[config.mk]
export PLATFORM = sky130hd
export DESIGN_NAME = hall_beam_mode_pulse_control
export DESIGN_NICKNAME = d
export VERILOG_FILES = /design/src/core/beam_ctrl_pkg.sv /design/src/core/hall_beam_mode_pulse_control.sv
export VERILOG_INCLUDE_DIRS = /design/src /design/src/core
export SDC_FILE = /design/constraint.sdc
export NUM_CORES = 1
export LEC_CHECK = 0
export BUFFER_PORTS_ARGS = -buffer_cell sky130_fd_sc_hd__buf_2
export CAP_MARGIN = 15
export CORE_UTILIZATION = 39
export CTS_CLUSTER_DIAMETER = 120
export DETAILED_ROUTE_END_ITERATION = 10
export PLACE_DENSITY = 0.67
export RECOVER_POWER = 25
export SYNTH_ARGS = -nofsm -noshare
export SYNTH_HDL_FRONTEND = slang
export SYNTH_SLANG_ARGS = --single-unit
[constraint.sdc]
create_clock -name sys_clk -period 3.9 [get_ports sys_clk]
set_input_delay 0.195 -clock sys_clk [delete_from_list [all_inputs] [get_ports sys_clk]]
set_output_delay 0.195 -clock sys_clk [all_outputs]
set_load 0.01 [all_outputs]
[src/core/beam_ctrl_cfg.svh]
`ifndef BEAM_CTRL_CFG_SVH
`define BEAM_CTRL_CFG_SVH
`define OFS_ACC_EN 8'h01
`define OFS_ACC_MODE 8'h03
`define OFS_HALL_A_EN 8'h05
`define OFS_HALL_A_MODE 8'h07
`define OFS_HALL_B_EN 8'h09
`define OFS_HALL_B_MODE 8'h0B
`define OFS_HALL_C_EN 8'h0D
`define OFS_HALL_C_MODE 8'h0F
`define OFS_HARMONIC 8'h11
`define OFS_MOD_TRIM 8'h13
`define OFS_VIEW_WIDTH 8'h15
`define AM_SHORT_USER 6'h29
`define AM_SHORT_SUPER 6'h2D
`define MODE_FIELD_LSB 4
`define STATUS_ACTIVE_BIT 7
`define ACC_SYNC_BIT 6
`define ACC_TEST_BIT 3
`define MOD_TRIM_RESET 4'h8
`define VIEW_WIDTH_RESET 8'h00
`define HARMONIC_RESET 6'h00
`define CLK_HZ 40000000
`define CLK_PERIOD_NS 25
`define TICK_NS 125
`define TICK_CYCLES (`TICK_NS / `CLK_PERIOD_NS)
`define OSC_HZ 4320
`define OSC_CYCLES (`CLK_HZ / `OSC_HZ)
`define SYNC_LOSS_CYCLES (`CLK_HZ / 30)
`define TUNE_BEAM_NS 354000
`define MOD_START_NS 250000
`define MOD_BASE_NS 98500
`define THERM_OFF_NS 100000
`define VIEW_STEP_NS 250
`define VIEW_MAX_NS 10000
`endif

[src/core/beam_ctrl_pkg.sv]
package beam_ctrl_pkg;
    typedef enum logic [1:0] {
        MODE_VIEWER = 2'b00,
        MODE_TUNE = 2'b01,
        MODE_CONTINUOUS = 2'b10,
        MODE_PASS = 2'b11
    } beam_mode_t;
    typedef enum logic [0:0] {
        BUS_IDLE = 1'b0,
        BUS_ACK = 1'b1
    } bus_state_t;
    typedef struct packed {
        logic asN;
        logic ds0N;
        logic writeN;
        logic [5:0] am;
        logic [15:1] addr;
        logic [7:0] data;
    } vme_in_t;
    typedef struct packed {
        logic [7:0] data;
        logic dataOe;
        logic dtackN;
        logic dtackOe;
    } vme_out_t;
    typedef struct packed {
        logic lineSync;
        logic pulserBeam;
        logic pulserMod;
        logic fastShutdownFault;
        logic [2:0] hallShutdownFault;
        logic safetyFaultA;
        logic safetyFaultB;
        logic gunVoltageOff;
        logic valveClosed;
    } field_in_t;
endpackage

[src/core/hall_beam_mode_pulse_control.sv]
`include "beam_ctrl_cfg.svh"

module hall_beam_mode_pulse_control
    import beam_ctrl_pkg::*;
#(
    parameter logic [7:0] BASE_HIGH = 8'h00,
    parameter int OSC_CYCLES = `OSC_CYCLES,
    parameter int SYNC_LOSS_CYCLES = `SYNC_LOSS_CYCLES
) (
    input wire logic sys_clk,
    input wire logic nrst,
    input wire logic clkEn,
    input wire vme_in_t vmeIn,
    input wire field_in_t fieldIn,
    output vme_out_t vmeOut,
    output logic [2:0] hallBeam,
    output logic [2:0] hallMod,
    output logic thermBeam,
    output logic thermMod
);
    // ****************************************************************
    // Timing constants
    // ****************************************************************
    localparam logic [11:0] TUNE_BEAM_T = 12'(`TUNE_BEAM_NS / `TICK_NS);
    localparam logic [11:0] MOD_START_T = 12'(`MOD_START_NS / `TICK_NS);
    localparam logic [11:0] MOD_BASE_T = 12'(`MOD_BASE_NS / `TICK_NS);
    localparam logic [11:0] THERM_OFF_T = 12'(`THERM_OFF_NS / `TICK_NS);
    localparam logic [11:0] VIEW_STEP_T = 12'(`VIEW_STEP_NS / `TICK_NS);
    localparam logic [7:0] VIEW_MAX_STEPS = 8'(`VIEW_MAX_NS / `VIEW_STEP_NS - 1);
    localparam logic [2:0] TICK_LAST = 3'(`TICK_CYCLES - 1);
    localparam logic [13:0] OSC_LAST = 14'(OSC_CYCLES - 1);
    localparam logic [21:0] SYNC_LOSS = 22'(SYNC_LOSS_CYCLES);

    // ****************************************************************
    // Input synchronisers
    // ****************************************************************
    // Address and data ride through the same two stages as the strobes,
    // so they are settled whenever the synchronised strobe is seen.
    vme_in_t vmeMeta_q;
    vme_in_t vmeSync_q;
    field_in_t fieldMeta_q;
    field_in_t fieldSync_q;

    always_ff @(posedge sys_clk or negedge nrst) begin
        if (!nrst) begin
            vmeMeta_q <= '{asN: 1'b1, ds0N: 1'b1, writeN: 1'b1, default: '0};
            vmeSync_q <= '{asN: 1'b1, ds0N: 1'b1, writeN: 1'b1, default: '0};
            fieldMeta_q <= '0;
            fieldSync_q <= '0;
        end else if (clkEn) begin
            vmeMeta_q <= vmeIn;
            vmeSync_q <= vmeMeta_q;
            fieldMeta_q <= fieldIn;
            fieldSync_q <= fieldMeta_q;
        end
    end

    // ****************************************************************
    // Bus decode
    // ****************************************************************
    bus_state_t busState_q;
    bus_state_t busState_d;
    wire logic strobe = !vmeSync_q.asN && !vmeSync_q.ds0N;
    wire logic [7:0] byteOfs = {vmeSync_q.addr[7:1], 1'b1};
    wire logic baseHit = vmeSync_q.addr[15:8] == BASE_HIGH;
    wire logic amOk = (vmeSync_q.am == `AM_SHORT_USER) || (vmeSync_q.am == `AM_SHORT_SUPER);
    wire logic mapped = byteOfs inside {`OFS_ACC_EN, `OFS_ACC_MODE, `OFS_HALL_A_EN,
        `OFS_HALL_A_MODE, `OFS_HALL_B_EN, `OFS_HALL_B_MODE, `OFS_HALL_C_EN,
        `OFS_HALL_C_MODE, `OFS_HARMONIC, `OFS_MOD_TRIM, `OFS_VIEW_WIDTH};
    wire logic take = (busState_q == BUS_IDLE) && strobe && baseHit && amOk && mapped;
    wire logic wrEn = take && !vmeSync_q.writeN;
    wire logic [7:0] wData = vmeSync_q.data;
    wire logic wrAccEn = wrEn && (byteOfs == `OFS_ACC_EN);
    wire logic wrAccMode = wrEn && (byteOfs == `OFS_ACC_MODE);
    wire logic wrHarm = wrEn && (byteOfs == `OFS_HARMONIC);
    wire logic wrTrim = wrEn && (byteOfs == `OFS_MOD_TRIM);
    wire logic wrView = wrEn && (byteOfs == `OFS_VIEW_WIDTH);
    wire logic [2:0] wrHallEn = {wrEn && (byteOfs == `OFS_HALL_C_EN),
        wrEn && (byteOfs == `OFS_HALL_B_EN), wrEn && (byteOfs == `OFS_HALL_A_EN)};
    wire logic [2:0] wrHallMode = {wrEn && (byteOfs == `OFS_HALL_C_MODE),
        wrEn && (byteOfs == `OFS_HALL_B_MODE), wrEn && (byteOfs == `OFS_HALL_A_MODE)};
    wire beam_mode_t wMode = beam_mode_t'(wData[`MODE_FIELD_LSB+:2]);

    always_comb begin
        busState_d = busState_q;
        unique case (busState_q)
            BUS_IDLE: begin
                if (take) begin
                    busState_d = BUS_ACK;
                end
            end
            BUS_ACK: begin
                if (!strobe) begin
                    busState_d = BUS_IDLE;
                end
            end
        endcase
    end

    // ****************************************************************
    // Control registers
    // ****************************************************************
    logic accGo_q;
    beam_mode_t accMode_q;
    beam_mode_t accMode_d;
    logic testMode_q;
    logic [2:0] hallGo_q;
    beam_mode_t hallMode_q [3];
    beam_mode_t hallMode_d [3];
    logic [5:0] harmDiv_q;
    logic [3:0] modTrim_q;
    logic [7:0] viewWidth_q;

    // Hall codes and accelerator codes share one order, so the clamp is
    // a plain minimum; a hall can never sit above the accelerator.
    assign accMode_d = wrAccMode ? wMode : accMode_q;
    always_comb begin
        for (int h = 0; h < 3; h++) begin
            hallMode_d[h] = wrHallMode[h] ? wMode : hallMode_q[h];
            if (hallMode_d[h] > accMode_d) begin
                hallMode_d[h] = accMode_d;
            end
        end
    end

    always_ff @(posedge sys_clk or negedge nrst) begin
        if (!nrst) begin
            busState_q <= BUS_IDLE;
            accGo_q <= 1'b0;
            accMode_q <= MODE_VIEWER;
            testMode_q <= 1'b0;
            hallGo_q <= 3'h0;
            hallMode_q <= '{MODE_VIEWER, MODE_VIEWER, MODE_VIEWER};
            harmDiv_q <= `HARMONIC_RESET;
            modTrim_q <= `MOD_TRIM_RESET;
            viewWidth_q <= `VIEW_WIDTH_RESET;
        end else if (clkEn) begin
            busState_q <= busState_d;
            accGo_q <= wrAccEn ? wData[0] : accGo_q;
            accMode_q <= accMode_d;
            testMode_q <= wrAccMode ? wData[`ACC_TEST_BIT] : testMode_q;
            for (int h = 0; h < 3; h++) begin
                hallGo_q[h] <= wrHallEn[h] ? wData[0] : hallGo_q[h];
            end
            hallMode_q <= hallMode_d;
            harmDiv_q <= wrHarm ? wData[5:0] : harmDiv_q;
            modTrim_q <= wrTrim ? wData[3:0] : modTrim_q;
            viewWidth_q <= wrView ? wData : viewWidth_q;
        end
    end

    // ****************************************************************
    // Fault latches
    // ****************************************************************
    // A latch only clears on a mode write while its fault is gone; a
    // fault still present in that cycle keeps it set.
    logic fsdLatch_q;
    logic pssALatch_q;
    logic pssBLatch_q;
    logic [2:0] hallFsdLatch_q;
    wire logic fsdIn = fieldSync_q.fastShutdownFault;
    wire logic pssAIn = fieldSync_q.safetyFaultA;
    wire logic pssBIn = fieldSync_q.safetyFaultB;
    wire logic [2:0] hallFsdIn = fieldSync_q.hallShutdownFault;

    always_ff @(posedge sys_clk or negedge nrst) begin
        if (!nrst) begin
            fsdLatch_q <= 1'b0;
            pssALatch_q <= 1'b0;
            pssBLatch_q <= 1'b0;
            hallFsdLatch_q <= 3'h0;
        end else if (clkEn) begin
            fsdLatch_q <= fsdIn || (fsdLatch_q && !wrAccMode);
            pssALatch_q <= pssAIn || (pssALatch_q && !wrAccMode);
            pssBLatch_q <= pssBIn || (pssBLatch_q && !wrAccMode);
            hallFsdLatch_q <= hallFsdIn | (hallFsdLatch_q & ~wrHallMode);
        end
    end

    // ****************************************************************
    // Line sync and harmonic trigger
    // ****************************************************************
    logic linePrev_q;
    logic [13:0] oscCnt_q;
    logic [5:0] harmCnt_q;
    logic [21:0] lossCnt_q;
    wire logic lineEdge = fieldSync_q.lineSync && !linePrev_q;
    wire logic oscTick = oscCnt_q == OSC_LAST;
    wire logic harmWrap = oscTick && (harmCnt_q == harmDiv_q - 6'h01);
    wire logic trigger = lineEdge || ((harmDiv_q != 6'h00) && harmWrap);
    wire logic syncPresent = lossCnt_q < SYNC_LOSS;

    // The oscillator restarts on every line edge, so it stays locked
    // to the line without an analogue loop.
    always_ff @(posedge sys_clk or negedge nrst) begin
        if (!nrst) begin
            linePrev_q <= 1'b0;
            oscCnt_q <= 14'h0000;
            harmCnt_q <= 6'h00;
            lossCnt_q <= SYNC_LOSS;
        end else if (clkEn) begin
            linePrev_q <= fieldSync_q.lineSync;
            if (lineEdge || oscTick) begin
                oscCnt_q <= 14'h0000;
            end else begin
                oscCnt_q <= oscCnt_q + 14'h0001;
            end
            if (lineEdge || harmWrap) begin
                harmCnt_q <= 6'h00;
            end else if (oscTick) begin
                harmCnt_q <= harmCnt_q + 6'h01;
            end
            if (lineEdge) begin
                lossCnt_q <= 22'h000000;
            end else if (syncPresent) begin
                lossCnt_q <= lossCnt_q + 22'h000001;
            end
        end
    end

    // ****************************************************************
    // Pulse timebase
    // ****************************************************************
    // The timer rests at the end of the tune window, where every pulse
    // window is closed, until the first trigger arrives.
    logic [2:0] tickPre_q;
    logic [11:0] timer_q;
    wire logic tick = tickPre_q == TICK_LAST;

    always_ff @(posedge sys_clk or negedge nrst) begin
        if (!nrst) begin
            tickPre_q <= 3'h0;
            timer_q <= TUNE_BEAM_T;
        end else if (clkEn) begin
            if (trigger || tick) begin
                tickPre_q <= 3'h0;
            end else begin
                tickPre_q <= tickPre_q + 3'h1;
            end
            if (trigger) begin
                timer_q <= 12'h000;
            end else if (tick && (timer_q < TUNE_BEAM_T)) begin
                timer_q <= timer_q + 12'h001;
            end
        end
    end

    // ****************************************************************
    // Waveform windows
    // ****************************************************************
    wire logic [7:0] viewSteps = (viewWidth_q > VIEW_MAX_STEPS) ? VIEW_MAX_STEPS : viewWidth_q;
    wire logic [11:0] viewEnd = 12'((12'(viewSteps) + 12'h001) * VIEW_STEP_T);
    logic [11:0] viewEnd_q;

    // The width is taken at the trigger, so a write in mid-period can
    // neither stretch nor reopen a pulse that is off the line phase.
    always_ff @(posedge sys_clk or negedge nrst) begin
        if (!nrst) begin
            viewEnd_q <= 12'h000;
        end else if (clkEn && trigger) begin
            viewEnd_q <= viewEnd;
        end
    end

    wire logic viewOn = timer_q < viewEnd_q;
    wire logic tuneBeam = timer_q < TUNE_BEAM_T;
    wire logic [11:0] modEnd = MOD_START_T + MOD_BASE_T + 12'(modTrim_q);
    wire logic tuneMod = (timer_q >= MOD_START_T) && (timer_q < modEnd);
    wire logic thermTune = (timer_q < MOD_START_T) ||
        ((timer_q >= MOD_START_T + THERM_OFF_T) && tuneBeam);

    // ****************************************************************
    // Gating
    // ****************************************************************
    wire logic hvOff = fieldSync_q.gunVoltageOff;
    wire logic valveClosed = fieldSync_q.valveClosed;
    wire logic polEnabled = !valveClosed || testMode_q;
    wire logic thermEnabled = valveClosed || testMode_q;
    wire logic polTest = valveClosed && testMode_q;
    wire logic globalFault = (fsdLatch_q || pssALatch_q || pssBLatch_q) && !hvOff;
    wire logic anyFault = (globalFault || (|hallFsdLatch_q)) && !hvOff;
    wire logic [2:0] hallFault = hallFsdLatch_q & {3{!polTest && !hvOff}};
    wire logic thermActive = accGo_q && thermEnabled && !anyFault;

    logic [2:0] hallActive;
    logic [2:0] hallBeam_d;
    logic [2:0] hallMod_d;
    logic thermBeam_d;
    logic thermMod_d;

    always_comb begin
        for (int h = 0; h < 3; h++) begin
            hallActive[h] = accGo_q && hallGo_q[h] && polEnabled && !globalFault &&
                !hallFault[h];
            hallBeam_d[h] = 1'b0;
            hallMod_d[h] = 1'b0;
            if (hallActive[h]) begin
                unique case (hallMode_q[h])
                    MODE_VIEWER: begin
                        hallBeam_d[h] = viewOn;
                    end
                    MODE_TUNE: begin
                        hallBeam_d[h] = tuneBeam;
                        hallMod_d[h] = tuneMod;
                    end
                    MODE_CONTINUOUS: begin
                        hallBeam_d[h] = 1'b1;
                    end
                    MODE_PASS: begin
                        hallBeam_d[h] = fieldSync_q.pulserBeam;
                        hallMod_d[h] = fieldSync_q.pulserMod;
                    end
                endcase
            end
        end
        thermBeam_d = 1'b0;
        thermMod_d = 1'b0;
        if (thermActive) begin
            unique case (accMode_q)
                MODE_VIEWER: begin
                    thermBeam_d = viewOn;
                end
                MODE_TUNE: begin
                    thermBeam_d = thermTune;
                end
                MODE_CONTINUOUS: begin
                    thermBeam_d = 1'b1;
                end
                MODE_PASS: begin
                    thermBeam_d = fieldSync_q.pulserBeam;
                    thermMod_d = fieldSync_q.pulserMod;
                end
            endcase
        end
    end

    // ****************************************************************
    // Read data
    // ****************************************************************
    wire logic accActive = accGo_q && !globalFault;
    logic [7:0] rData;

    always_comb begin
        rData = 8'h00;
        unique case (byteOfs)
            `OFS_ACC_EN: rData = {7'h00, accGo_q};
            `OFS_ACC_MODE: rData = {accActive, syncPresent, accMode_q, testMode_q,
                pssALatch_q, pssBLatch_q, fsdLatch_q};
            `OFS_HALL_A_MODE: rData = {hallActive[0], 1'b0, hallMode_q[0], 3'h0,
                hallFsdLatch_q[0]};
            `OFS_HALL_B_MODE: rData = {hallActive[1], 1'b0, hallMode_q[1], 3'h0,
                hallFsdLatch_q[1]};
            `OFS_HALL_C_MODE: rData = {hallActive[2], 1'b0, hallMode_q[2], 3'h0,
                hallFsdLatch_q[2]};
            `OFS_HARMONIC: rData = {2'h0, harmDiv_q};
            `OFS_MOD_TRIM: rData = {4'h0, modTrim_q};
            `OFS_VIEW_WIDTH: rData = viewWidth_q;
            default: rData = 8'h00;
        endcase
    end

    // ****************************************************************
    // Output registers
    // ****************************************************************
    // Unmapped or foreign accesses get no acknowledge; the bus timer
    // of the host then ends the cycle.
    always_ff @(posedge sys_clk or negedge nrst) begin
        if (!nrst) begin
            vmeOut <= '{data: 8'h00, dataOe: 1'b0, dtackN: 1'b1, dtackOe: 1'b0};
            hallBeam <= 3'h0;
            hallMod <= 3'h0;
            thermBeam <= 1'b0;
            thermMod <= 1'b0;
        end else if (clkEn) begin
            if (take) begin
                vmeOut.data <= rData;
                vmeOut.dataOe <= vmeSync_q.writeN;
                vmeOut.dtackN <= 1'b0;
                vmeOut.dtackOe <= 1'b1;
            end else if (busState_q == BUS_ACK && !strobe) begin
                vmeOut.dataOe <= 1'b0;
                vmeOut.dtackN <= 1'b1;
                vmeOut.dtackOe <= 1'b0;
            end
            hallBeam <= hallBeam_d;
            hallMod <= hallMod_d;
            thermBeam <= thermBeam_d;
            thermMod <= thermMod_d;
        end
    end
endmodule

---- Word level (Yosys, flattened, before mapping) ----
Cells that the tools add are included.
storage, ports and cells
  register bits ........................... 212
  bits of input ports ..................... 46
operators by class
  add/subtract/negate cells ............... 8
  $lt $le $gt $ge ......................... 11
  equal/unequal tests ..................... 27
  multiplexer cells ....................... 38
  bitwise logic cells ..................... 5
  reductions and logical operators ........ 101
operator list
  cell                                                                      count
  8-bit case mux with 8 select lines                                        1
  1-bit logical AND                                                         47
  22-bit 2-to-1 mux                                                         2
  7-bit by 3-bit == test with 1-bit output (second input constant)          4
  2-bit AND reduction                                                       13
  12-bit < comparator                                                       2
  12-bit 2-to-1 mux                                                         2
  22-bit by 1-bit adder with 22-bit output (second input constant)          1
  22-bit by 21-bit < comparator with 1-bit output (second input constant)   1
  7-bit by 4-bit == test with 1-bit output (second input constant)          3
  2-bit == test (second input constant)                                     8
  1-bit case mux with 4 select lines                                        4
  14-bit by 1-bit adder with 14-bit output (second input constant)          1
  14-bit == test (second input constant)                                    1
  7-bit by 2-bit == test with 1-bit output (second input constant)          2
  1-bit logical NOT                                                         14
  1-bit logical OR                                                          14
  14-bit 2-to-1 mux                                                         1
  2-bit 2-to-1 mux                                                          7
  12-bit by 1-bit adder with 12-bit output (second input constant)          1
  12-bit by 4-bit adder with 12-bit output (first input constant)           1
  6-bit == test (second input constant)                                     2
  12-bit by 11-bit >= comparator with 1-bit output (second input constant)  1
  12-bit >= comparator (second input constant)                              1
  other kinds (28)                                                          56

---- Longest topological paths before layout ----
Gate-level depths: netlist of the first run.
  depth after elaboration ................. 11
  mapped depth ............................ 12

---- Least setup slack after synthesis of the first run ----
No wires, ideal clock.
  kind .................................... reg-to-reg
  from .................................... reg byteOfs[7] (netlist name)
  to ...................................... reg hallMode_q[2] (netlist name)
  library setup time ...................... 0.125 ns
  arrival time ............................ 3.333 ns
  required time ........................... 3.775 ns
  slack ................................... 0.443 ns
  stages on the path, launching flop included .. 12
  buffers on the path ..................... 1
  path through ............................ dfrtp_1 or4_4 or3_1 or3_1 buf_6 mux2_4 ha_1 nor2_1 nor2_1 mux2_2 a221oi_2 mux2_2
on the way
  word-level cells in the longest chain between the ends .. 8
  elaborated cells between the ends (all ways) .. 20
  those cells by class .................... order compare (1); eq/ne (10); mux (3); reduce/logical (6)
ends and longest elaborated chain
  element                                                                 RTL line                             RTL
  7-bit by 1-bit == test with 1-bit output, or another cell as far along  hall_beam_mode_pulse_control.sv:67   wire logic mapped = byteOfs inside {`OFS_ACC_EN, `OFS_ACC_MODE, `OFS_HALL_A_EN,
  11-bit nonzero test                                                     hall_beam_mode_pulse_control.sv:67
  1-bit logical AND                                                       hall_beam_mode_pulse_control.sv:70   wire logic take = (busState_q == BUS_IDLE) && strobe && baseHit && amOk && mapped;
  1-bit logical AND                                                       hall_beam_mode_pulse_control.sv:71   wire logic wrEn = take && !vmeSync_q.writeN;
  1-bit logical AND (*)                                                   hall_beam_mode_pulse_control.sv:74   wire logic wrAccMode = wrEn && (byteOfs == `OFS_ACC_MODE);
  2-bit 2-to-1 mux (*)                                                    hall_beam_mode_pulse_control.sv:116  assign accMode_d = wrAccMode ? wMode : accMode_q;
  named net accMode_d[1]                                                  hall_beam_mode_pulse_control.sv:105  beam_mode_t accMode_d;
  2-bit > comparator (*)                                                  hall_beam_mode_pulse_control.sv:120  if (hallMode_d[h] > accMode_d) begin
  2-bit 2-to-1 mux (*)                                                    hall_beam_mode_pulse_control.sv:120
  end signal, assigned                                                    hall_beam_mode_pulse_control.sv:133  hallMode_q <= '{MODE_VIEWER, MODE_VIEWER, MODE_VIEWER};
  end signal, assigned                                                    hall_beam_mode_pulse_control.sv:145  hallMode_q <= hallMode_d;
  end, declared                                                           hall_beam_mode_pulse_control.sv:108  beam_mode_t hallMode_q [3];
Mark *: on every way through the listed nets, which the timed path passes. The rest lies on a longest branch.
A chain may end at the register's enable or synchronous reset.

---- Worst setup path after layout of the first run ----
  from .................................... reg byteOfs[7] (netlist name)
  to ...................................... reg hallMode_q[2] (netlist name)
on the way
  word-level cells in the longest chain between the ends .. 8
  elaborated cells between the ends (all ways) .. 20
  those cells by class .................... order compare (1); eq/ne (10); mux (3); reduce/logical (6)
ends and longest elaborated chain
  element                                                                 RTL line
  7-bit by 1-bit == test with 1-bit output, or another cell as far along  hall_beam_mode_pulse_control.sv:67
  11-bit nonzero test                                                     hall_beam_mode_pulse_control.sv:67
  1-bit logical AND                                                       hall_beam_mode_pulse_control.sv:70
  1-bit logical AND                                                       hall_beam_mode_pulse_control.sv:71
  1-bit logical AND (*)                                                   hall_beam_mode_pulse_control.sv:74
  2-bit 2-to-1 mux (*)                                                    hall_beam_mode_pulse_control.sv:116
  named net accMode_d[0]                                                  hall_beam_mode_pulse_control.sv:105
  2-bit > comparator                                                      hall_beam_mode_pulse_control.sv:120
  2-bit 2-to-1 mux (*)                                                    hall_beam_mode_pulse_control.sv:120
Marks and branches as above.

==> results of run 1 <==
where the power goes:
| part | internal [uW] | switching, uW | total (uW) | leakage, uW |
|---|---|---|---|---|
| clock | 1370 | 862 | 2230 | 0.000393 |
| sequential | 2380 | 226 | 2600 | 0.00257 |
| combinational | 358 | 361 | 719 | 0.00251 |
state kept, by name, indices dropped and copies added, names as in the netlist, 3 cells and up:
name,cells
tickPre_q,3
vmeMeta_q,31
fieldMeta_q,11
vmeOut,11
lossCnt_q,22
hallMode_q,6
hallBeam,3
hallGo_q,3
harmDiv_q,6
viewWidth_q,8
fieldSync_q,3
timer_q,12
byteOfs,7
oscCnt_q,14
hallFsdIn,3
wData,8
hallMod,3
vmeSync_q,16
viewEnd_q,9
modTrim_q,4
harmCnt_q,6
hallFsdLatch_q,3
cell usage after synthesis, types with 4 or more instances:
| cell | count | area, sq um |
|---|---|---|
| a32oi_1 | 5 | 43.79 |
| nor2_1 | 61 | 229.0 |
| a211oi_1 | 6 | 45.04 |
| a21o_1 | 6 | 45.04 |
| nor4_1 | 11 | 68.82 |
| ha_1 | 30 | 375.4 |
| o31ai_1 | 5 | 37.54 |
| nand2_1 | 76 | 285.3 |
| nand4_1 | 15 | 93.84 |
| mux2_2 | 120 | 1351 |
| and2_1 | 7 | 43.79 |
| dfrtp_1 | 187 | 4679 |
| buf_1 | 4 | 15.01 |
| nand2b_1 | 9 | 56.30 |
| clkbuf_1 | 39 | 146.4 |
| o211ai_1 | 10 | 75.07 |
| nand3_1 | 29 | 145.1 |
| a31oi_1 | 10 | 62.56 |
| xor2_1 | 21 | 183.9 |
| mux2i_1 | 11 | 110.1 |
| xnor2_1 | 14 | 122.6 |
| a22oi_1 | 4 | 30.03 |
| inv_1 | 38 | 142.6 |
| o21ai_0 | 66 | 330.3 |
| dfstp_2 | 21 | 551.8 |
| and3_1 | 18 | 112.6 |
| or3_1 | 8 | 50.05 |
| nor3_1 | 18 | 90.09 |
| nor2b_1 | 9 | 56.30 |
| a22o_1 | 8 | 70.07 |
| a21oi_1 | 24 | 120.1 |
| o2111ai_1 | 5 | 43.79 |
| o21a_1 | 7 | 52.55 |
worst reg2reg max path, stage by stage (launching register included):
cell,delay (ns)
dfrtp_1,0.42
or4_4,0.57
or3_1,0.35
or3_1,0.51
mux2i_1,0.33
inv_1,0.15
ha_1,0.22
nor2_1,0.17
nor2_1,0.05
mux2_2,0.29
a221oi_2,0.19
mux2_2,0.36
worst paths after layout:
path,start,to,slack [ns],cells past startpoint
setup / recovery,byteOfs[7],hallMode_q[2],0.17,11
hold / removal,clkEn,lossCnt_q[20],0.09,2
setup reg to reg,byteOfs[7],hallMode_q[2],0.17,11
hold reg to reg,vmeOut[1],vmeOut[1],0.47,2
max in group asynchronous,nrst,lossCnt_q[7],1.08,2
min in group asynchronous,nrst,fieldSync_q[9],1.13,2
area by class of cell:
class	instances	share of cell area [%]
Tap cell	335	3.381
Inverter	38	1.151
Timing Repair Buffer	127	7.247
Clock buffer	39	6.036
Sequential cell	208	42.20
Clock inverter	4	0.3634
Multi-Input combinational cell	677	39.62
stage by stage:
stage / setup WS [ns] / cells / instance area (sq um)
final: 0.1747 / 1428 / 12400
after global routing: 0.02102 / 1428 / 12400
after CTS: 0.2010 / 1428 / 12410
after detailed placement: 0.2208 / 1342 / 11190
after global placement: 0.2746 / 1342 / 11190
after floorplan: 0.4426 / 970 / 10470
cells in the final DEF, fill, tap and decap left out, types with 7 or more instances in the layout:
| cell | instances |
|---|---|
| a21oi_1 | 24 |
| a22o_1 | 8 |
| a31oi_1 | 10 |
| and2_1 | 7 |
| and3_1 | 18 |
| buf_2 | 61 |
| buf_4 | 20 |
| clkbuf_1 | 9 |
| clkbuf_16 | 25 |
| clkbuf_8 | 7 |
| dfrtp_1 | 187 |
| dfstp_2 | 21 |
| dlygate4sd3_1 | 43 |
| ha_1 | 30 |
| inv_1 | 38 |
| mux2_2 | 120 |
| mux2i_1 | 11 |
| nand2_1 | 76 |
| nand2b_1 | 9 |
| nand3_1 | 29 |
| nand4_1 | 15 |
| nor2_1 | 61 |
| nor2b_1 | 9 |
| nor3_1 | 18 |
| nor4_1 | 11 |
| o211ai_1 | 10 |
| o21a_1 | 7 |
| o21ai_0 | 66 |
| or3_1 | 8 |
| xnor2_1 | 14 |
| xor2_1 | 21 |
routing by layer:
metal | part of all wire [%] | wire length (microns) | up-vias
li1 | - | - | 3742
met1 | 46 | 11240 | 3897
met2 | 47 | 11610 | 188
met3 | 4.0 | 981 | 56
met4 | 2.8 | 676 | 0
met5 | 0 | 0 | -
cells by family after synthesis:
group           after synthesis  share of synthesized area, %
fa+ha+maj                    30                         3.584
xor+xnor                     35                         2.927
simple gates                291                         14.16
mux                         134                         14.53
buf+inv                      85                         3.154
flops                       208                         49.95
compound gates              187                         11.70
timing repair:
item,in CTS,in global routing
hold buffers,43,0
endpoints found under the hold margin,134,0
setup buffers,0,0
==> results.sh, run 1 <==
export IMPL_critPathMaxStageDelay_ns=0.57
export IMPL_grt_usage_pct=18.20
export IMPL_violated_checks="DRC, capacitance limit, slew limit"
export IMPL_postSynth_topFlopCell="dfrtp_1"
export IMPL_global_route_wire_length_before_repair_microns=40970
export IMPL_wl_per_cell_microns=17.16
export IMPL_drive_above_1_share_pct=24.61
export IMPL_io_pin_count=65
export IMPL_cts_reportedPaths_clkPinSlew_ns=0.06
export IMPL_place_port_buffers=63
export IMPL_cts_root_buffer="clkbuf_16"
export IMPL_die_width_microns=165.9
export IMPL_timing_setup_critical_path_class="register to register"
export IMPL_final_antenna_net_count=0
export IMPL_irDropWorstVdd_mv=0.3544
export IMPL_timing_final_hold_violations=0
export IMPL_finalCritPeriodShare_pct=95.52
export IMPL_initial_utilization_pct=39.96
export IMPL_worst_path_dominant_cell_family="simple AND/OR/NAND/NOR gates"
export IMPL_path_max_fanout=6
export IMPL_grt_pass1_vias=7954
export IMPL_grt_setup_unrepaired="no"
export IMPL_area_of_the_multi_input_gates_sq_um=4911
export IMPL_cpMaxStageDelayCell="or4_4"
export IMPL_worst_endpoint_required_ns=4.30
export IMPL_hold_class="input pin to register"
export IMPL_post_synth_cell_area_avg_sq_um=10.80
export IMPL_clk_path_buf_depth=3
export IMPL_fin_hold_ws_ns=0.09134
export IMPL_core_area_sq_um=26210
export IMPL_globalRouteMet3Util_pct=2.550
export IMPL_status="finished, violations left"
export IMPL_regArea_sq_um=5231
export IMPL_antenna_found_initial=0
export IMPL_worstSetupStartpointType="register"
export IMPL_total_power_uw=5552
export IMPL_globalRouteMet2Util_pct=29.97
export IMPL_cts_made_buffers=24
export IMPL_postSynthRegisterBits=208
export IMPL_finalWirelength_microns=24510
export IMPL_fillerInstances=2384
export IMPL_cap_viol_max_count=3
export IMPL_area_delta_synth_final_pct=18.36
export IMPL_nets=1152
export IMPL_setup_total_negative_slack_ns=0
export IMPL_drt_iter0_drc=472
export IMPL_clock_sinks=208
export IMPL_number_of_buffers_and_inverters_on_the_critical_path=1
export IMPL_post_cts_resized=0
export IMPL_cts_max_level=1
export IMPL_clock_latency_ns=0.52
export IMPL_tritoncts="done"
export IMPL_clock_fmax_mhz=268.4
export IMPL_power_density_cell_area_nw_per_um2=447.9
export IMPL_min_period_ns=3.725
export IMPL_synth_edff_count=0
export IMPL_yosys_warnings=0
export IMPL_die_height_microns=165.9
export IMPL_grt_ovfl_total=0
export IMPL_top_usage_layer="met2"
export IMPL_layout_core_utilization_pct=47.30
export IMPL_setup_viol_count_final=0
export IMPL_arrival_worst_endpoint_ns=4.12
export IMPL_clock_skew_ns=0.01167
export IMPL_path_cells="or4_4, or3_1, or3_1, mux2i_1, inv_1, ha_1, nor2_1, nor2_1, mux2_2, a221oi_2, mux2_2"
export IMPL_synthesis_area_sq_um=10470
export IMPL_yosysUniqueCellTypes=70
export IMPL_syn_num_nets=1046
export IMPL_power_leakage_uw=0.005478
export IMPL_synthArstFlopShare_pct=100.0
export IMPL_ant_diodes=0
export IMPL_post_dp_hpwl_microns=16600
export IMPL_tightest_slew_ns=2.953
export IMPL_synthCells=970
export IMPL_die_area_sq_um=27510
export IMPL_rows=59
export IMPL_drc_errors=1
export IMPL_slew_headroom_pct=-96.86
export IMPL_drtPass1Iterations=8
export IMPL_met1_usage_pct=24.65
export IMPL_place_congestion=0.8913
export IMPL_maxSlewViolCount=231
export IMPL_timing_critical_path_to_type="register"
export IMPL_drt_vias_per_instance=5.520
export IMPL_grt_start_max_net_pins=113
export IMPL_route_vias_total=7883
export IMPL_synth_yosys_seq_area_share_pct=49.95
Note: power is estimated with default switching activity, not from simulation.
==> run 2, diff against run 1 <==
CORE_MARGIN = 2   (was unset)
==> results.sh, run 2 (synthesis results as in run 1) <==
export IMPL_wl_per_cell_microns=16.55
export IMPL_clk_path_buf_depth=3
export IMPL_hold_class="input pin to register"
export IMPL_cts_setup_buffers=0
export IMPL_setup_total_negative_slack_ns=0
export IMPL_grt_start_max_net_pins=109
export IMPL_route_vias_total=7825
export IMPL_power_density_cell_area_nw_per_um2=459.1
export IMPL_grt_ovfl_total=0
export IMPL_number_of_buffers_and_inverters_on_the_critical_path=0
export IMPL_rows=59
export IMPL_clock_sinks=208
export IMPL_worst_path_dominant_cell_family="simple AND/OR/NAND/NOR gates"
export IMPL_worst_endpoint_required_ns=4.30
export IMPL_cts_root_buffer="clkbuf_16"
export IMPL_status="finished, violations left"
export IMPL_post_layout_instance_count_excluding_filler_cells=1430
export IMPL_maxSlewViolCount=109
export IMPL_arrival_worst_endpoint_ns=4.06
export IMPL_grt_setup_unrepaired="no"
export IMPL_finalWirelength_microns=23660
export IMPL_violated_checks="capacitance limit, slew limit"
export IMPL_io_pin_count=65
export IMPL_cpMaxStageDelayCell="or4_4"
export IMPL_timing_final_hold_violations=0
export IMPL_cts_reportedPaths_clkPinSlew_ns=0.06
export IMPL_cts_made_buffers=24
export IMPL_post_dp_hpwl_microns=16310
export IMPL_clock_latency_ns=0.51
export IMPL_path_max_fanout=6
export IMPL_fillerInstances=2380
export IMPL_ant_diodes=0
export IMPL_grt_usage_pct=17.28
export IMPL_die_area_sq_um=28180
export IMPL_critPathMaxStageDelay_ns=0.57
export IMPL_cap_viol_max_count=1
export IMPL_clock_skew_ns=0.006775
export IMPL_finalCritPeriodShare_pct=93.93
export IMPL_path_cells="or4_4, or3_1, or3_1, mux2_4, ha_1, nor2_1, nor2_1, mux2_2, a221oi_2, mux2_2"
export IMPL_min_period_ns=3.663
export IMPL_highest_count_cells_in_the_layout_ignoring_fill_and_taps="187 x dfrtp_1, 120 x mux2_2, 76 x nand2_1"
export IMPL_tritoncts="done"
export IMPL_biggestRegsByFlops="vmeMeta_q: 31 flops, lossCnt_q: 22 flops, vmeSync_q: 16 flops"
export IMPL_place_port_buffers=63
export IMPL_final_antenna_net_count=0
export IMPL_grt_pass1_vias=7848
export IMPL_cts_max_level=1
export IMPL_nets=1153
export IMPL_place_congestion=0.8548
export IMPL_area_delta_synth_final_pct=19.26
export IMPL_worstSetupStartpointType="register"
export IMPL_slew_headroom_pct=-80.26
export IMPL_die_width_microns=167.9
export IMPL_largest_register_ff_count=31
export IMPL_drt_iter0_drc=457
export IMPL_core_area_sq_um=26210
export IMPL_registers_top_by_ff_count="vmeMeta_q"
export IMPL_timing_setup_critical_path_class="register to register"
export IMPL_initial_utilization_pct=39.96
export IMPL_antenna_found_initial=0
export IMPL_drive_above_1_share_pct=25.11
export IMPL_drt_vias_per_instance=5.472
export IMPL_global_route_wire_length_before_repair_microns=40430
export IMPL_drc_errors=0
export IMPL_layout_core_utilization_pct=47.66
export IMPL_irDropWorstVdd_mv=0.3436
export IMPL_die_height_microns=167.9
export IMPL_clock_fmax_mhz=273.0
export IMPL_mostFrequentLayoutCell="dfrtp_1"
export IMPL_tightest_slew_ns=2.704
export IMPL_setup_viol_count_final=0
export IMPL_power_leakage_uw=0.005500
export IMPL_timing_critical_path_to_type="register"
export IMPL_numPlacedInstances=1341
export IMPL_drtPass1Iterations=7
## run 2: cell count changes in the layout (fill, tap and decap cells not counted), sizes merged
cell,change
dlygate4sd3,+1
clkbuf,-5
clkinv,-1
clkinvlp,+4
bufinv,+3
## run 2: power breakdown
part | internal, uW | total, uW | switching [uW] | leakage (uW)
Sequential | 2380 | 2590 | 215 | 0.00257
Combinational | 356 | 724 | 368 | 0.00251
Clock | 1530 | 2420 | 888 | 0.000414
## run 2: worst paths after layout
path,depth (start not counted),startpoint,end,slack [ns]
min reg2reg,2,vmeOut[1],vmeOut[1],0.47
max,10,byteOfs[7],hallMode_q[2],0.24
max in group asynchronous,3,nrst,vmeSync_q[31],1.16
min,3,fieldIn[0],fieldMeta_q[0],0.44
min in group asynchronous,2,nrst,timer_q[10],1.06
max reg2reg,10,byteOfs[7],hallMode_q[2],0.24
## run 2: what timing repair did
item | 4_1_cts | 5_1_grt
gates resized for setup | 0 | 1
endpoints found under the setup margin | 0 | 1
endpoints found under the hold margin | 139 | 0
hold buffers | 44 | 0
## run 2: worst reg2reg max path: cells and delay by family, from the launching register on
kind                       cells  cell delay [ns]
and+or+nand+nor                5             1.65
muxes                          3             1.01
DFF                            1             0.41
adders and majority gates      1             0.31
AOI/OAI and AO/OA              1             0.17
## run 2: layout make-up
cell class,count,area (sq um),share of cell area (%)
inverters,38,142.6,1.142
clock buffers,34,709.4,5.680
clock inverters,10,160.2,1.282
well taps,335,419.2,3.356
multi-input cells,677,4915,39.35
repair buffers,128,912.1,7.303
flip-flops and latches,208,5231,41.89
## run 2: through the flow
stage / setup slack, ns / total power, uW / hold slack (ns) / instance area, sq um
after floorplan: 0.4426 / 3061 / -0.1006 / 10470
after global placement: 0.2660 / 3290 / 0.3749 / 11180
after global routing: 0.04407 / 6010 / 0.4415 / 12490
after CTS: 0.2456 / 5794 / 0.3961 / 12490
after detailed placement: 0.2455 / 3318 / 0.3713 / 11180
final: 0.2367 / 5733 / 0.4397 / 12490
## run 2: metal layers
metal | track usage (%) | vias up | routed length (microns)
met5 | 0 | - | 0
met4 | 5.671 | 0 | 657
met3 | 2.304 | 46 | 1027
met2 | 27.51 | 186 | 10840
met1 | 24.48 | 3851 | 11140
li1 | - | 3742 | -
==> run 3, diff against run 2 <==
CORE_UTILIZATION = 35   (was 39)
PLACE_DENSITY = 0.63   (was 0.67)
clock period = 4.7 ns   (was 3.9 ns; I/O delays follow)
==> results.sh, run 3 (synthesis results as in run 1) <==
export IMPL_cap_viol_max_count=2
export IMPL_global_route_wire_length_before_repair_microns=40460
export IMPL_die_width_microns=177.0
export IMPL_timing_final_hold_violations=0
export IMPL_arrival_worst_endpoint_ns=4.18
export IMPL_final_antenna_net_count=0
export IMPL_grt_ovfl_total=0
export IMPL_post_dp_hpwl_microns=16700
export IMPL_clock_sinks=208
export IMPL_rows=63
export IMPL_status="finished, violations left"
export IMPL_route_vias_total=7725
export IMPL_hp_start="clkEn"
export IMPL_detailroute_wirelength_met3_microns=1112
export IMPL_mostFrequentLayoutCell="dfrtp_1"
export IMPL_drt_vias_per_instance=5.241
export IMPL_drtPass1Iterations=6
export IMPL_antenna_found_initial=0
export IMPL_fin_hold_ws_ns=0.1801
export IMPL_cts_max_level=1
export IMPL_violated_checks="capacitance limit, slew limit"
export IMPL_irDropWorstVdd_mv=0.3242
export IMPL_tightest_slew_ns=2.452
export IMPL_grt_usage_pct=15.83
export IMPL_timing_setup_critical_path_class="register to register"
export IMPL_die_area_sq_um=31320
export IMPL_drive_above_1_share_pct=24.63
export IMPL_cts_root_buffer="clkbuf_16"
export IMPL_finalWirelength_microns=24440
export IMPL_cts_made_buffers=23
export IMPL_die_height_microns=177.0
export IMPL_power_density_cell_area_nw_per_um2=384.2
export IMPL_post_route_worst_setup_slack_ns=0.9216
export IMPL_pwr_share_comb_pct=12.2
export IMPL_whs_path_depth=2
export IMPL_cts_setup_buffers=0
export IMPL_min_delay_worst_endpoint="tickPre_q[0]"
export IMPL_io_pin_count=65
export IMPL_registers_top_by_ff_count="vmeMeta_q"
export IMPL_setup_reg_to_reg_worst_slack_ns=0.92
export IMPL_area_delta_synth_final_pct=19.35
export IMPL_dp_worst_setup_slack_ns=0.9379
export IMPL_hold_buffers=43
export IMPL_path_cells="or4_4, or3_1, or3_1, mux2_4, ha_1, nor2_1, nor2_1, mux2_2, a221oi_2, mux2_2"
export IMPL_initial_utilization_pct=35.43
export IMPL_cpMaxStageDelayCell="or4_4"
export IMPL_critPathLaunch="byteOfs[3]"
export IMPL_routed_wl_met2_microns=11560
export IMPL_highest_count_cells_in_the_layout_ignoring_fill_and_taps="187 x dfrtp_1, 120 x mux2_2, 76 x nand2_1"
export IMPL_power_leakage_uw=0.005505
export IMPL_grt_start_max_net_pins=107
export IMPL_tritoncts="done"
export IMPL_sw_frac_of_total_pct=25.54
export IMPL_post_route_m1_wl_microns=11330
export IMPL_grt_pass1_vias=7572
export IMPL_hold_class="input pin to register"
export IMPL_place_congestion=0.8882
export IMPL_clkPwrFrac_pct=42.8
export IMPL_crit_reg2reg_capture="hallMode_q[2]"
export IMPL_switchingPower_uw=1227
export IMPL_drc_errors=0
export IMPL_critPathMaxStageDelay_ns=0.59
export IMPL_biggestRegsByFlops="vmeMeta_q: 31 flops, lossCnt_q: 22 flops, vmeSync_q: 16 flops"
export IMPL_clk_path_buf_depth=3
export IMPL_worst_endpoint_required_ns=5.10
export IMPL_ant_diodes=0
export IMPL_grt_setup_unrepaired="no"
export IMPL_post_cts_resized=0
export IMPL_finalCritPeriodShare_pct=80.39
export IMPL_place_port_buffers=63
export IMPL_setup_viol_count_final=0
export IMPL_clock_fmax_mhz=264.7
export IMPL_nets=1143
export IMPL_clock_skew_ns=0.01402
export IMPL_largest_register_ff_count=31
export IMPL_worstSetupStartpointType="register"
export IMPL_min_period_ns=3.778
export IMPL_cts_reportedPaths_clkPinSlew_ns=0.06
export IMPL_total_power_uw=4802
export IMPL_timing_critical_path_to_type="register"
export IMPL_timing_reg2reg_worst_path_depth=10
export IMPL_clock_latency_ns=0.51
export IMPL_slew_headroom_pct=-63.49
export IMPL_maxSlewViolCount=201
export IMPL_dr_top_layer="met4"
export IMPL_power_sequential_fraction_pct=45.0
export IMPL_core_area_sq_um=29560
export IMPL_wl_per_cell_microns=16.58
export IMPL_power_report_internal_total_uw=3576
export IMPL_setup_total_negative_slack_ns=0
export IMPL_path_max_fanout=11
export IMPL_drt_iter0_drc=455
export IMPL_timing_rr_start="byteOfs[3]"
## run 3: layer usage
metal  global-route usage [%]  vias up
met3                    2.513       31
met1                    22.18     3807
met2                    25.71      166
met5                        0        -
li1                         -     3721
met4                    3.719        0
## run 3: power by group through the flow
| stage | Sequential [uW] | Clock [uW] | Combinational, uW |
|---|---|---|---|
| 2_1_floorplan | 2110 | 0 | 433 |
| 6_report | 2160 | 2050 | 587 |
| 4_1_cts | 2160 | 2110 | 589 |
| 3_5_place_dp | 2190 | 0 | 558 |
| 3_3_place_gp | 2190 | 0 | 544 |
| 5_1_grt | 2190 | 2170 | 667 |
## run 3: final cells by class
cell class,instances,area (sq um)
inverter,38,142.6
timing repair buffer,119,848.3
multi-input combinational,677,4911
tap,390,488.0
clock inverter,13,230.2
clock buffer,29,648.1
fill,2799,17060
sequential,208,5231
## run 3: critical path, delay by kind of cell (launching register included)
kind | cells | cell delay (ns)
simple gates | 5 | 1.65
mux | 3 | 1.01
flops | 1 | 0.51
fa+ha+maj | 1 | 0.31
compound gates | 1 | 0.20
## run 3: metrics by stage
step                      cell area, sq um  util [%]  instances
final                                12500     42.29       1474
after global routing                 12500     42.29       1474
after CTS                            12500     42.30       1472
after detailed placement             11190     37.87       1387
after global placement               11190     37.87       1387
after floorplan                      10470         -        970
## run 3: how the worst max path moves through the flow
stage                     slack (ns)            end  cells after the start
after detailed placement        0.94  hallMode_q[2]                     10
after global placement          0.94  hallMode_q[2]                     10
after floorplan                 1.24  hallMode_q[2]                     11
final                           0.92  hallMode_q[2]                     10
after CTS                       0.93  hallMode_q[2]                     10
after global routing            0.71  hallMode_q[2]                     11
